### src/logic/fsp_pkg.sv
`default_nettype none
package fsp_pkg;

  // ----------------------------------------------------------------
  // Timing
  // ----------------------------------------------------------------
  localparam int CLK_FREQ_MHZ         = 20;
  // Self-timed status write length, plain default
  localparam int STATUS_WRITE_TIME_US = 5000;
  localparam int STATUS_WRITE_CYCLES  = STATUS_WRITE_TIME_US * CLK_FREQ_MHZ;
  localparam int WSR_CNT_W            = 24;

  // ----------------------------------------------------------------
  // Opcodes
  // ----------------------------------------------------------------
  localparam logic [7:0] OP_WRITE_STATUS  = 8'h01;
  localparam logic [7:0] OP_PROGRAM       = 8'h02;
  localparam logic [7:0] OP_READ          = 8'h03;
  localparam logic [7:0] OP_WRITE_DISABLE = 8'h04;
  localparam logic [7:0] OP_READ_STATUS   = 8'h05;
  localparam logic [7:0] OP_WRITE_ENABLE  = 8'h06;
  localparam logic [7:0] OP_BULK_ERASE    = 8'hc7;
  localparam logic [7:0] OP_SECTOR_ERASE  = 8'hd8;

  // ----------------------------------------------------------------
  // Frame byte counts
  // ----------------------------------------------------------------
  localparam logic [2:0] BYTES_OPCODE       = 3'h1;
  localparam logic [2:0] BYTES_STATUS_WRITE = 3'h2;
  localparam logic [2:0] BYTES_ADDR_HDR     = 3'h4;
  localparam logic [2:0] BYTES_PROGRAM_MIN  = 3'h5;
  localparam logic [2:0] BYTES_SATURATE     = 3'h7;
  localparam logic [2:0] BIT_LAST           = 3'h7;

  // ----------------------------------------------------------------
  // Status byte layout
  // ----------------------------------------------------------------
  localparam int SB_LOCK   = 7;
  localparam int SB_LEVEL1 = 3;
  localparam int SB_LEVEL0 = 2;
  localparam int SB_LATCH  = 1;
  localparam int SB_BUSY   = 0;
  localparam logic       LOCK_RESET  = 1'b0;
  localparam logic [2:0] LEVEL_RESET = 3'h0;

  // ----------------------------------------------------------------
  // Synchroniser lanes
  // ----------------------------------------------------------------
  localparam int SY_SCK = 0;
  localparam int SY_CSN = 1;
  localparam int SY_SDI = 2;
  localparam int SY_WPN = 3;
  localparam logic [3:0] SYNC_RESET = 4'ha;

  localparam logic [7:0] FILL_BYTE      = 8'hff;
  localparam logic [1:0] BUF_FULL_COUNT = 2'h2;

  typedef logic [23:0]       fsp_addr_t;
  typedef logic [7:0][23:0]  fsp_prot_t;
  localparam fsp_prot_t PROT_START_DEFAULT = {24'h000000, 24'h000000, 24'h000000, 24'h000000,
                                              24'h040000, 24'h060000, 24'h070000, 24'h000000};

  typedef enum logic [1:0] {ST_IDLE, ST_CMD, ST_STATUS, ST_READ} fsp_state_t;

  function automatic logic [7:0] fsp_status_byte(input logic lock, input logic [2:0] level,
                                                 input logic latch, input logic busy);
    logic [7:0] b;
    b            = 8'h00;
    b[SB_LOCK]   = lock;
    b[SB_LEVEL1] = level[1];
    b[SB_LEVEL0] = level[0];
    b[SB_LATCH]  = latch;
    b[SB_BUSY]   = busy;
    return b;
  endfunction

  function automatic logic fsp_is_protected(input fsp_prot_t starts, input logic [2:0] level,
                                            input fsp_addr_t addr);
    return (level != 3'h0) && (addr >= starts[level]);
  endfunction

endpackage
`default_nettype wire

### src/logic/fsp_flash_status.sv
`timescale 1ns/1ns
`default_nettype none
module fsp_flash_status #(
  parameter int                 WSR_CYCLES = fsp_pkg::STATUS_WRITE_CYCLES,
  parameter fsp_pkg::fsp_prot_t PROT_START = fsp_pkg::PROT_START_DEFAULT
) (
  input  wire logic              clk,
  input  wire logic              rstn,
  input  wire logic              ce,
  input  wire logic              spiSck,
  input  wire logic              spiCsn,
  input  wire logic              serialInPin,
  output logic                   serialOutPin,
  output logic                   serialOutEn,
  input  wire logic              writeProtectN,
  output logic                   memRdEn,
  output fsp_pkg::fsp_addr_t     memRdAddr,
  input  wire logic              memDataValid,
  input  wire logic [7:0]        memData,
  output logic                   memRdReady,
  input  wire logic              arrayBusy,
  output logic                   cmdProgram,
  output logic                   cmdSectorErase,
  output logic                   cmdBulkErase,
  output fsp_pkg::fsp_addr_t     cmdAddr
);
  import fsp_pkg::*;

  // ----------------------------------------------------------------
  // State
  // ----------------------------------------------------------------
  typedef struct packed {
    logic [3:0]           sync1;
    logic [3:0]           sync2;
    logic                 sckPrev;
    logic                 csnPrev;
    logic                 arrayBusyPrev;
    fsp_state_t           state;
    logic [2:0]           bitCnt;
    logic [2:0]           byteCnt;
    logic [2:0]           outBitCnt;
    logic [7:0]           opcode;
    logic [23:0]          inShift;
    logic [7:0]           outShift;
    logic                 serialOut;
    logic                 serialOutEn;
    logic                 memRdEn;
    fsp_addr_t            memRdAddr;
    fsp_addr_t            cmdAddr;
    logic                 latch;
    logic                 lock;
    logic [2:0]           level;
    logic                 wsrBusy;
    logic [WSR_CNT_W-1:0] wsrCount;
    logic                 pendLock;
    logic [1:0]           pendLevel;
    logic                 cmdProgram;
    logic                 cmdSectorErase;
    logic                 cmdBulkErase;
  } fsp_st_t;

  fsp_st_t     s;
  fsp_st_t     n;
  logic        selected;
  logic        sckRise;
  logic        sckFall;
  logic        frameEnd;
  logic        onBoundary;
  logic        busyNow;
  logic        hardLock;
  logic        wsrAccept;
  logic        popByte;
  logic        bufInReady;
  logic        bufOutValid;
  logic [7:0]  bufOutData;
  logic [23:0] shifted;
  logic [2:0]  newByteCnt;
  logic [7:0]  loadByte;

  // Only second-stage values feed the logic
  assign selected   = ~s.sync2[SY_CSN];
  assign sckRise    = s.sync2[SY_SCK] & ~s.sckPrev;
  assign sckFall    = ~s.sync2[SY_SCK] & s.sckPrev;
  assign frameEnd   = s.sync2[SY_CSN] & ~s.csnPrev;
  assign onBoundary = (s.bitCnt == 3'h0);
  assign busyNow    = s.wsrBusy | arrayBusy;
  assign hardLock   = s.lock & ~s.sync2[SY_WPN];
  // Pin and lock sampled at the frame end that decodes the write
  assign wsrAccept  = frameEnd && onBoundary && (s.opcode == OP_WRITE_STATUS)
                      && (s.byteCnt == BYTES_STATUS_WRITE)
                      && s.latch && !busyNow && !hardLock;

  // ----------------------------------------------------------------
  // Next state
  // ----------------------------------------------------------------
  always_comb begin
    n                = s;
    popByte          = 1'b0;
    shifted          = {s.inShift[22:0], s.sync2[SY_SDI]};
    newByteCnt       = s.byteCnt;
    loadByte         = FILL_BYTE;
    n.sync1          = {writeProtectN, serialInPin, spiCsn, spiSck};
    n.sync2          = s.sync1;
    n.sckPrev        = s.sync2[SY_SCK];
    n.csnPrev        = s.sync2[SY_CSN];
    n.arrayBusyPrev  = arrayBusy;
    n.cmdProgram     = 1'b0;
    n.cmdSectorErase = 1'b0;
    n.cmdBulkErase   = 1'b0;

    if (s.wsrBusy) begin
      if (s.wsrCount == WSR_CNT_W'(1)) begin
        n.wsrBusy  = 1'b0;
        n.latch    = 1'b0;
        n.lock     = s.pendLock;
        n.level    = {s.level[2], s.pendLevel};
      end else begin
        n.wsrCount = s.wsrCount - WSR_CNT_W'(1);
      end
    end
    if (s.arrayBusyPrev && !arrayBusy) begin
      n.latch = 1'b0;
    end
    if (s.memRdEn && memDataValid && bufInReady) begin
      n.memRdAddr = s.memRdAddr + 24'h000001;
    end

    if (!selected) begin
      if (frameEnd && onBoundary && !busyNow) begin
        if (s.byteCnt == BYTES_OPCODE && s.opcode == OP_WRITE_ENABLE) begin
          n.latch = 1'b1;
        end
        if (s.byteCnt == BYTES_OPCODE && s.opcode == OP_WRITE_DISABLE) begin
          n.latch = 1'b0;
        end
        if (s.latch && s.opcode == OP_PROGRAM && s.byteCnt >= BYTES_PROGRAM_MIN
            && !fsp_is_protected(PROT_START, s.level, s.cmdAddr)) begin
          n.cmdProgram = 1'b1;
        end
        if (s.latch && s.opcode == OP_SECTOR_ERASE && s.byteCnt == BYTES_ADDR_HDR
            && !fsp_is_protected(PROT_START, s.level, s.cmdAddr)) begin
          n.cmdSectorErase = 1'b1;
        end
        if (s.latch && s.opcode == OP_BULK_ERASE && s.byteCnt == BYTES_OPCODE
            && s.level == 3'h0) begin
          n.cmdBulkErase = 1'b1;
        end
      end
      if (wsrAccept) begin
        n.wsrBusy   = 1'b1;
        n.wsrCount  = WSR_CNT_W'(WSR_CYCLES);
        n.pendLock  = s.inShift[SB_LOCK];
        n.pendLevel = {s.inShift[SB_LEVEL1], s.inShift[SB_LEVEL0]};
      end
      n.state       = ST_IDLE;
      n.bitCnt      = 3'h0;
      n.byteCnt     = 3'h0;
      n.outBitCnt   = 3'h0;
      n.serialOutEn = 1'b0;
      n.memRdEn     = 1'b0;
    end else begin
      if (s.state == ST_IDLE) begin
        n.state = ST_CMD;
      end
      if (sckRise && (s.state == ST_IDLE || s.state == ST_CMD)) begin
        n.inShift = shifted;
        n.bitCnt  = s.bitCnt + 3'h1;
        if (s.bitCnt == BIT_LAST) begin
          if (s.byteCnt != BYTES_SATURATE) begin
            newByteCnt = s.byteCnt + 3'h1;
          end
          n.byteCnt = newByteCnt;
          if (newByteCnt == BYTES_OPCODE) begin
            n.opcode = shifted[7:0];
            if (shifted[7:0] == OP_READ_STATUS) begin
              n.state       = ST_STATUS;
              n.serialOutEn = 1'b1;
            end
          end
          if (newByteCnt == BYTES_ADDR_HDR) begin
            n.cmdAddr = shifted;
            if (s.opcode == OP_READ && !busyNow) begin
              n.state       = ST_READ;
              n.serialOutEn = 1'b1;
              n.memRdEn     = 1'b1;
              n.memRdAddr   = shifted;
            end
          end
        end
      end
      if (sckFall && (s.state == ST_STATUS || s.state == ST_READ)) begin
        n.outBitCnt = s.outBitCnt + 3'h1;
        if (s.outBitCnt == 3'h0) begin
          if (s.state == ST_STATUS) begin
            // Resampled every byte so polling sees busy drop
            loadByte = fsp_status_byte(s.lock, s.level, s.latch, busyNow);
          end else if (bufOutValid) begin
            loadByte = bufOutData;
            popByte  = 1'b1;
          end
          n.serialOut = loadByte[7];
          n.outShift  = {loadByte[6:0], 1'b0};
        end else begin
          n.serialOut = s.outShift[7];
          n.outShift  = {s.outShift[6:0], 1'b0};
        end
      end
    end
  end

  always_ff @(posedge clk or negedge rstn) begin
    if (!rstn) begin
      s       <= '0;
      s.sync1 <= SYNC_RESET;
      s.sync2 <= SYNC_RESET;
      s.csnPrev <= 1'b1;
      s.lock  <= LOCK_RESET;
      s.level <= LEVEL_RESET;
    end else if (ce) begin
      s <= n;
    end
  end

  // ----------------------------------------------------------------
  // Read data buffer
  // ----------------------------------------------------------------
  fsp_buf2 #(
    .W(8)
  ) u_buf (
    .clk      (clk),
    .rstn     (rstn),
    .ce       (ce),
    .flush    (!s.memRdEn),
    .inValid  (memDataValid & s.memRdEn),
    .inData   (memData),
    .inReady  (bufInReady),
    .outValid (bufOutValid),
    .outData  (bufOutData),
    .outReady (popByte)
  );

  assign serialOutPin   = s.serialOut;
  assign serialOutEn    = s.serialOutEn;
  assign memRdEn        = s.memRdEn;
  assign memRdAddr      = s.memRdAddr;
  assign memRdReady     = bufInReady;
  assign cmdProgram     = s.cmdProgram;
  assign cmdSectorErase = s.cmdSectorErase;
  assign cmdBulkErase   = s.cmdBulkErase;
  assign cmdAddr        = s.cmdAddr;
endmodule
`default_nettype wire

### src/logic/fsp_buf2.sv
`timescale 1ns/1ns
`default_nettype none
module fsp_buf2 #(
  parameter int W = 8
) (
  input  wire logic         clk,
  input  wire logic         rstn,
  input  wire logic         ce,
  input  wire logic         flush,
  input  wire logic         inValid,
  input  wire logic [W-1:0] inData,
  output logic              inReady,
  output logic              outValid,
  output logic [W-1:0]      outData,
  input  wire logic         outReady
);
  import fsp_pkg::*;

  typedef struct packed {
    logic [1:0][W-1:0] mem;
    logic              wrPtr;
    logic              rdPtr;
    logic [1:0]        count;
    logic              room;
  } fsp_buf_st_t;

  fsp_buf_st_t s;
  fsp_buf_st_t n;
  logic        push;
  logic        pop;

  always_comb begin
    n    = s;
    push = inValid & s.room;
    pop  = outReady & (s.count != 2'h0);
    if (flush) begin
      n.wrPtr = 1'b0;
      n.rdPtr = 1'b0;
      n.count = 2'h0;
      n.room  = 1'b1;
    end else begin
      if (push) begin
        n.mem[s.wrPtr] = inData;
        n.wrPtr        = ~s.wrPtr;
      end
      if (pop) begin
        n.rdPtr = ~s.rdPtr;
      end
      n.count = s.count + {1'b0, push} - {1'b0, pop};
      // Ready held in its own flop so the array sees a clean level
      n.room  = (n.count != BUF_FULL_COUNT);
    end
  end

  always_ff @(posedge clk or negedge rstn) begin
    if (!rstn) begin
      s      <= '0;
      s.room <= 1'b1;
    end else if (ce) begin
      s <= n;
    end
  end

  assign inReady  = s.room;
  assign outValid = (s.count != 2'h0);
  assign outData  = s.mem[s.rdPtr];

endmodule
`default_nettype wire

### config.mk
export PLATFORM = sky130hd
export DESIGN_NAME = fsp_flash_status
export DESIGN_NICKNAME = d
export VERILOG_FILES = /design/src/logic/fsp_pkg.sv /design/src/logic/fsp_flash_status.sv /design/src/logic/fsp_buf2.sv
export SDC_FILE = /design/constraint.sdc
export NUM_CORES = 1
export LEC_CHECK = 0
export BUFFER_PORTS_ARGS = -buffer_cell sky130_fd_sc_hd__buf_4
export CORE_ASPECT_RATIO = 1.5
export CORE_MARGIN = 5
export CORE_UTILIZATION = 30
export CTS_CLUSTER_DIAMETER = 200
export DETAILED_ROUTE_END_ITERATION = 10
export PLACE_DENSITY = 0.5
export SYNTH_ARGS = -nofsm -noshare
export SYNTH_HDL_FRONTEND = slang
export SYNTH_SLANG_ARGS = --single-unit
### constraint.sdc
create_clock -name clk -period 2.92 [get_ports clk]
set_clock_uncertainty 0.15 [all_clocks]
set_input_delay 0.292 -clock clk [delete_from_list [all_inputs] [get_ports clk]]
set_output_delay 0.292 -clock clk [all_outputs]
set_load 0.01 [all_outputs]
==> qor.yml <==
run_status:
  outcome: "complete, no violations"
placed_design:
  portBuffers: 71
  dp_hpwl_um: 17800
  place_congestion: 0.803
  dpl-instance-area_sq_um: 9500
  dp_cells: 1209
cells_and_area:
  area_delta_synth_final_pct: 17.3
  drive_gt1_share_pct: 28.7
  final_common_cell: "dfrtp_1"
  layout.cells.non_filler: 1254
  layout_common_cells: "dfrtp_1, buf_4, mux2_2"
  fin_area_sq_um: 10200
  finalNetCount: 888
  antenna_cells: 0
drt:
  drtIter0Drc: 315
  routed_wl_um: 24100
  viasPerCell: 5.09
  dr.pass1.iters: 4
  ant_nets: 0
  drc: 0
  vias: 6386
  routedWlPerCell_um: 19.2
clocking:
  cts_buffer_depth: 2
  clock-sinks: 167
  numCtsBuffers: 17
  htree_levels: 4
  root_buffer: "clkbuf_16"
  clk_latency_ns: 0.43
  cts_setup_buffers: 0
  cts_tree: "done"
  clk_pin_slew_worst_paths_ns: 0.07
grt:
  grt_overflow_total: 0
  grt_pass1_wl_um: 38000
  grt_pass1_vias: 6653
  grt_max_degree: 65
  antenna_found_initial: 0
  grt_use_total_pct: 15.1
logic_synthesis:
  synth_cell_types: 77
  synth-adder-area-share_pct: 2.73
  synthArstFlopShare_pct: 100
  ys_seq_area_share_pct: 48.0
  syn_avg_cell_area_sq_um: 10.9
  synth_compound_area_share_pct: 12.3
  syn_inst: 799
  ys_warn_count: 0
  synth_xor_area_share_pct: 1.51
  muxShareOfSynthArea_pct: 13.4
  ys_ff_latch: 167
  syn_area_sq_um: 8710
  synth_nets: 835
  synthFlopType: "dfrtp_1"
  synth_edf_count: 0
  synth_top_family_by_area: "simple AND/OR/NAND/NOR gates"
  synth-simple-area-share_pct: 14.9
floorplan:
  die_h_um: 219
  die-area_sq_um: 32600
  ios: 72
  initial_core_util_pct: 30.3
  num_rows: 76
  core_area_sq_um: 28700
  chipWidth_um: 149
sta:
  rsz0062_at_grt: "no"
  finalMaxSlewViolations: 0
  fin_hold_ws_ns: 0.0934
  period_needed_ns: 2.76
  setup_viol: 0
  slew_headroom_pct: 41.5
  fmax_ghz: 0.362
  post-route-period-util_pct: 94.7
  worstMarginPinSlew_ns: 0.874
  hold_violations: 0
  setup_tns_ns: 0
run:
  max_cap_viol_count: 0
hold_path:
  hold_class: "in -> reg"
  min_from: "ce"
pwr:
  cellLeakagePower_nw: 4.73
  power.density_nw_per_um2: 539
  switchingPower_mw: 1.50
  p_int_mw: 4.00
  ir_drop_v: 0.000405
  clkPwrFrac_pct: 41.4
  p_comb_share_pct: 12.6
  sequentialPowerShare_pct: 46.0
  p_sw_share_pct: 27.3
critical_path:
  crit_type: "reg -> reg"
  crit_required_ns: 3.09
  crit_path_max_fanout: 12
  worst-endpoint-arrival_ns: 2.94
  crit_path_start_kind: "flop"
  crit_path_start: "s[130]$_DFFE_PN0P_"
  end_kind: "flop"
  reg2reg_from: "s[130]$_DFFE_PN0P_"
## sequential cells by signal, indices dropped and copies added (netlist names)
register        cells
cmdAddr            24
cmdBulkErase        1
cmdProgram          1
cmdSectorErase      1
memRdAddr          24
memRdEn             1
n                   6
s                  86
serialOutEn         1
serialOutPin        1
u_buf.inReady       1
u_buf.s            20
## timing repair
item | CTS | global route
setup endpoints to repair | 0 | 7
gates resized for setup | 0 | 1
hold endpoints to repair | 81 | 0
hold buffers | 14 | 0
## critical path, cell delays in order, from the launching register on
cell and delay, ns:
dfrtp_1 0.47, inv_1 0.10, ha_1 0.33, and4bb_2 0.34
o31ai_2 0.12, nor2_1 0.71, o21ai_0 0.23, a21o_1 0.22
## power by group through the flow
stage | registers (mW) | clock network (mW) | logic, mW
4_1_cts | 2.54 | 2.34 | 0.706
5_1_grt | 2.55 | 2.44 | 0.772
2_1_floorplan | 2.54 | 0 | 0.395
3_3_place_gp | 2.58 | 0 | 0.683
6_report | 2.53 | 2.28 | 0.691
3_5_place_dp | 2.58 | 0 | 0.690
## Yosys cell counts (all sizes together) (6+ instances only)
library cell	n	area, sq um
a211oi	8	60.1
a21oi	43	215
a2bb2oi	9	78.8
and2	7	43.8
and3	6	37.5
buf	67	457
clkbuf	17	65.1
dfrtp	161	4030
dfstp	6	158
ha	19	238
inv	26	97.6
mux2	84	946
mux2i	22	220
nand2	51	191
nand3	22	110
nand4	13	81.3
nor2	41	161
nor3	18	106
nor4	15	121
nor4b	10	103
o211ai	6	50.1
o21ai	21	109
o22ai	12	75.1
o2bb2ai	6	52.6
o32ai	7	61.3
or3	8	51.3
xnor2	13	114
## metal layers
| layer | vias to the layer above | global-route usage, % | routed length (um) |
|---|---|---|---|
| met1 | 3214 | 16.3 | 9270 |
| met2 | 119 | 28.1 | 13300 |
| li1 | 3009 | - | - |
| met3 | 44 | 2.59 | 464 |
| met4 | 0 | 7.69 | 1110 |
| met5 | - | 0 | 0 |
## stage by stage
stage / power (mW) / utilization [%] / worst slack (ns)
after detailed placement: 3.27 / 33.1 / 0.129
final: 5.51 / 35.6 / 0.155
after global placement: 3.26 / 33.1 / 0.171
after CTS: 5.58 / 35.6 / 0.108
after global routing: 5.76 / 35.6 / 0.0123
after floorplan: 2.94 / - / 0.489
## final timing paths
| path | slack [ns] | cells after the start | end |
|---|---|---|---|
| max reg2reg | 0.16 | 7 | memRdAddr[14]$_DFFE_PN0P_ |
| min | 0.09 | 2 | s[138]$_DFFE_PN0P_ |
| max in group asynchronous | 1.58 | 3 | cmdAddr[10]$_DFFE_PN0P_ |
| min in group asynchronous | 0.28 | 2 | memRdAddr[21]$_DFFE_PN0P_ |
| max | 0.16 | 7 | memRdAddr[14]$_DFFE_PN0P_ |
| min reg2reg | 0.32 | 2 | s[5]$_DFFE_PN0P_ |
## cell families (layout without fill, tap and decap cells)
logic type                 after synthesis  after routing
AOI/OAI and AO/OA                      157            157
adders and majority gates               19             19
xor gates and xnor gates                15             15
buffers and inverters                  111            176
DFF                                    167            167
and+or+nand+nor                        224            224
muxes                                  106            106
## cell type report
| type | count | area (sq um) |
|---|---|---|
| clock inverter | 13 | 145 |
| timing repair buffer | 118 | 950 |
| tap | 390 | 488 |
| multi-input combinational | 521 | 3920 |
| sequential | 167 | 4190 |
| clock buffer | 18 | 439 |
| inverter | 27 | 101 |
| fill | 2976 | 18500 |
No activity file was read; power rests on OpenSTA's default activity.
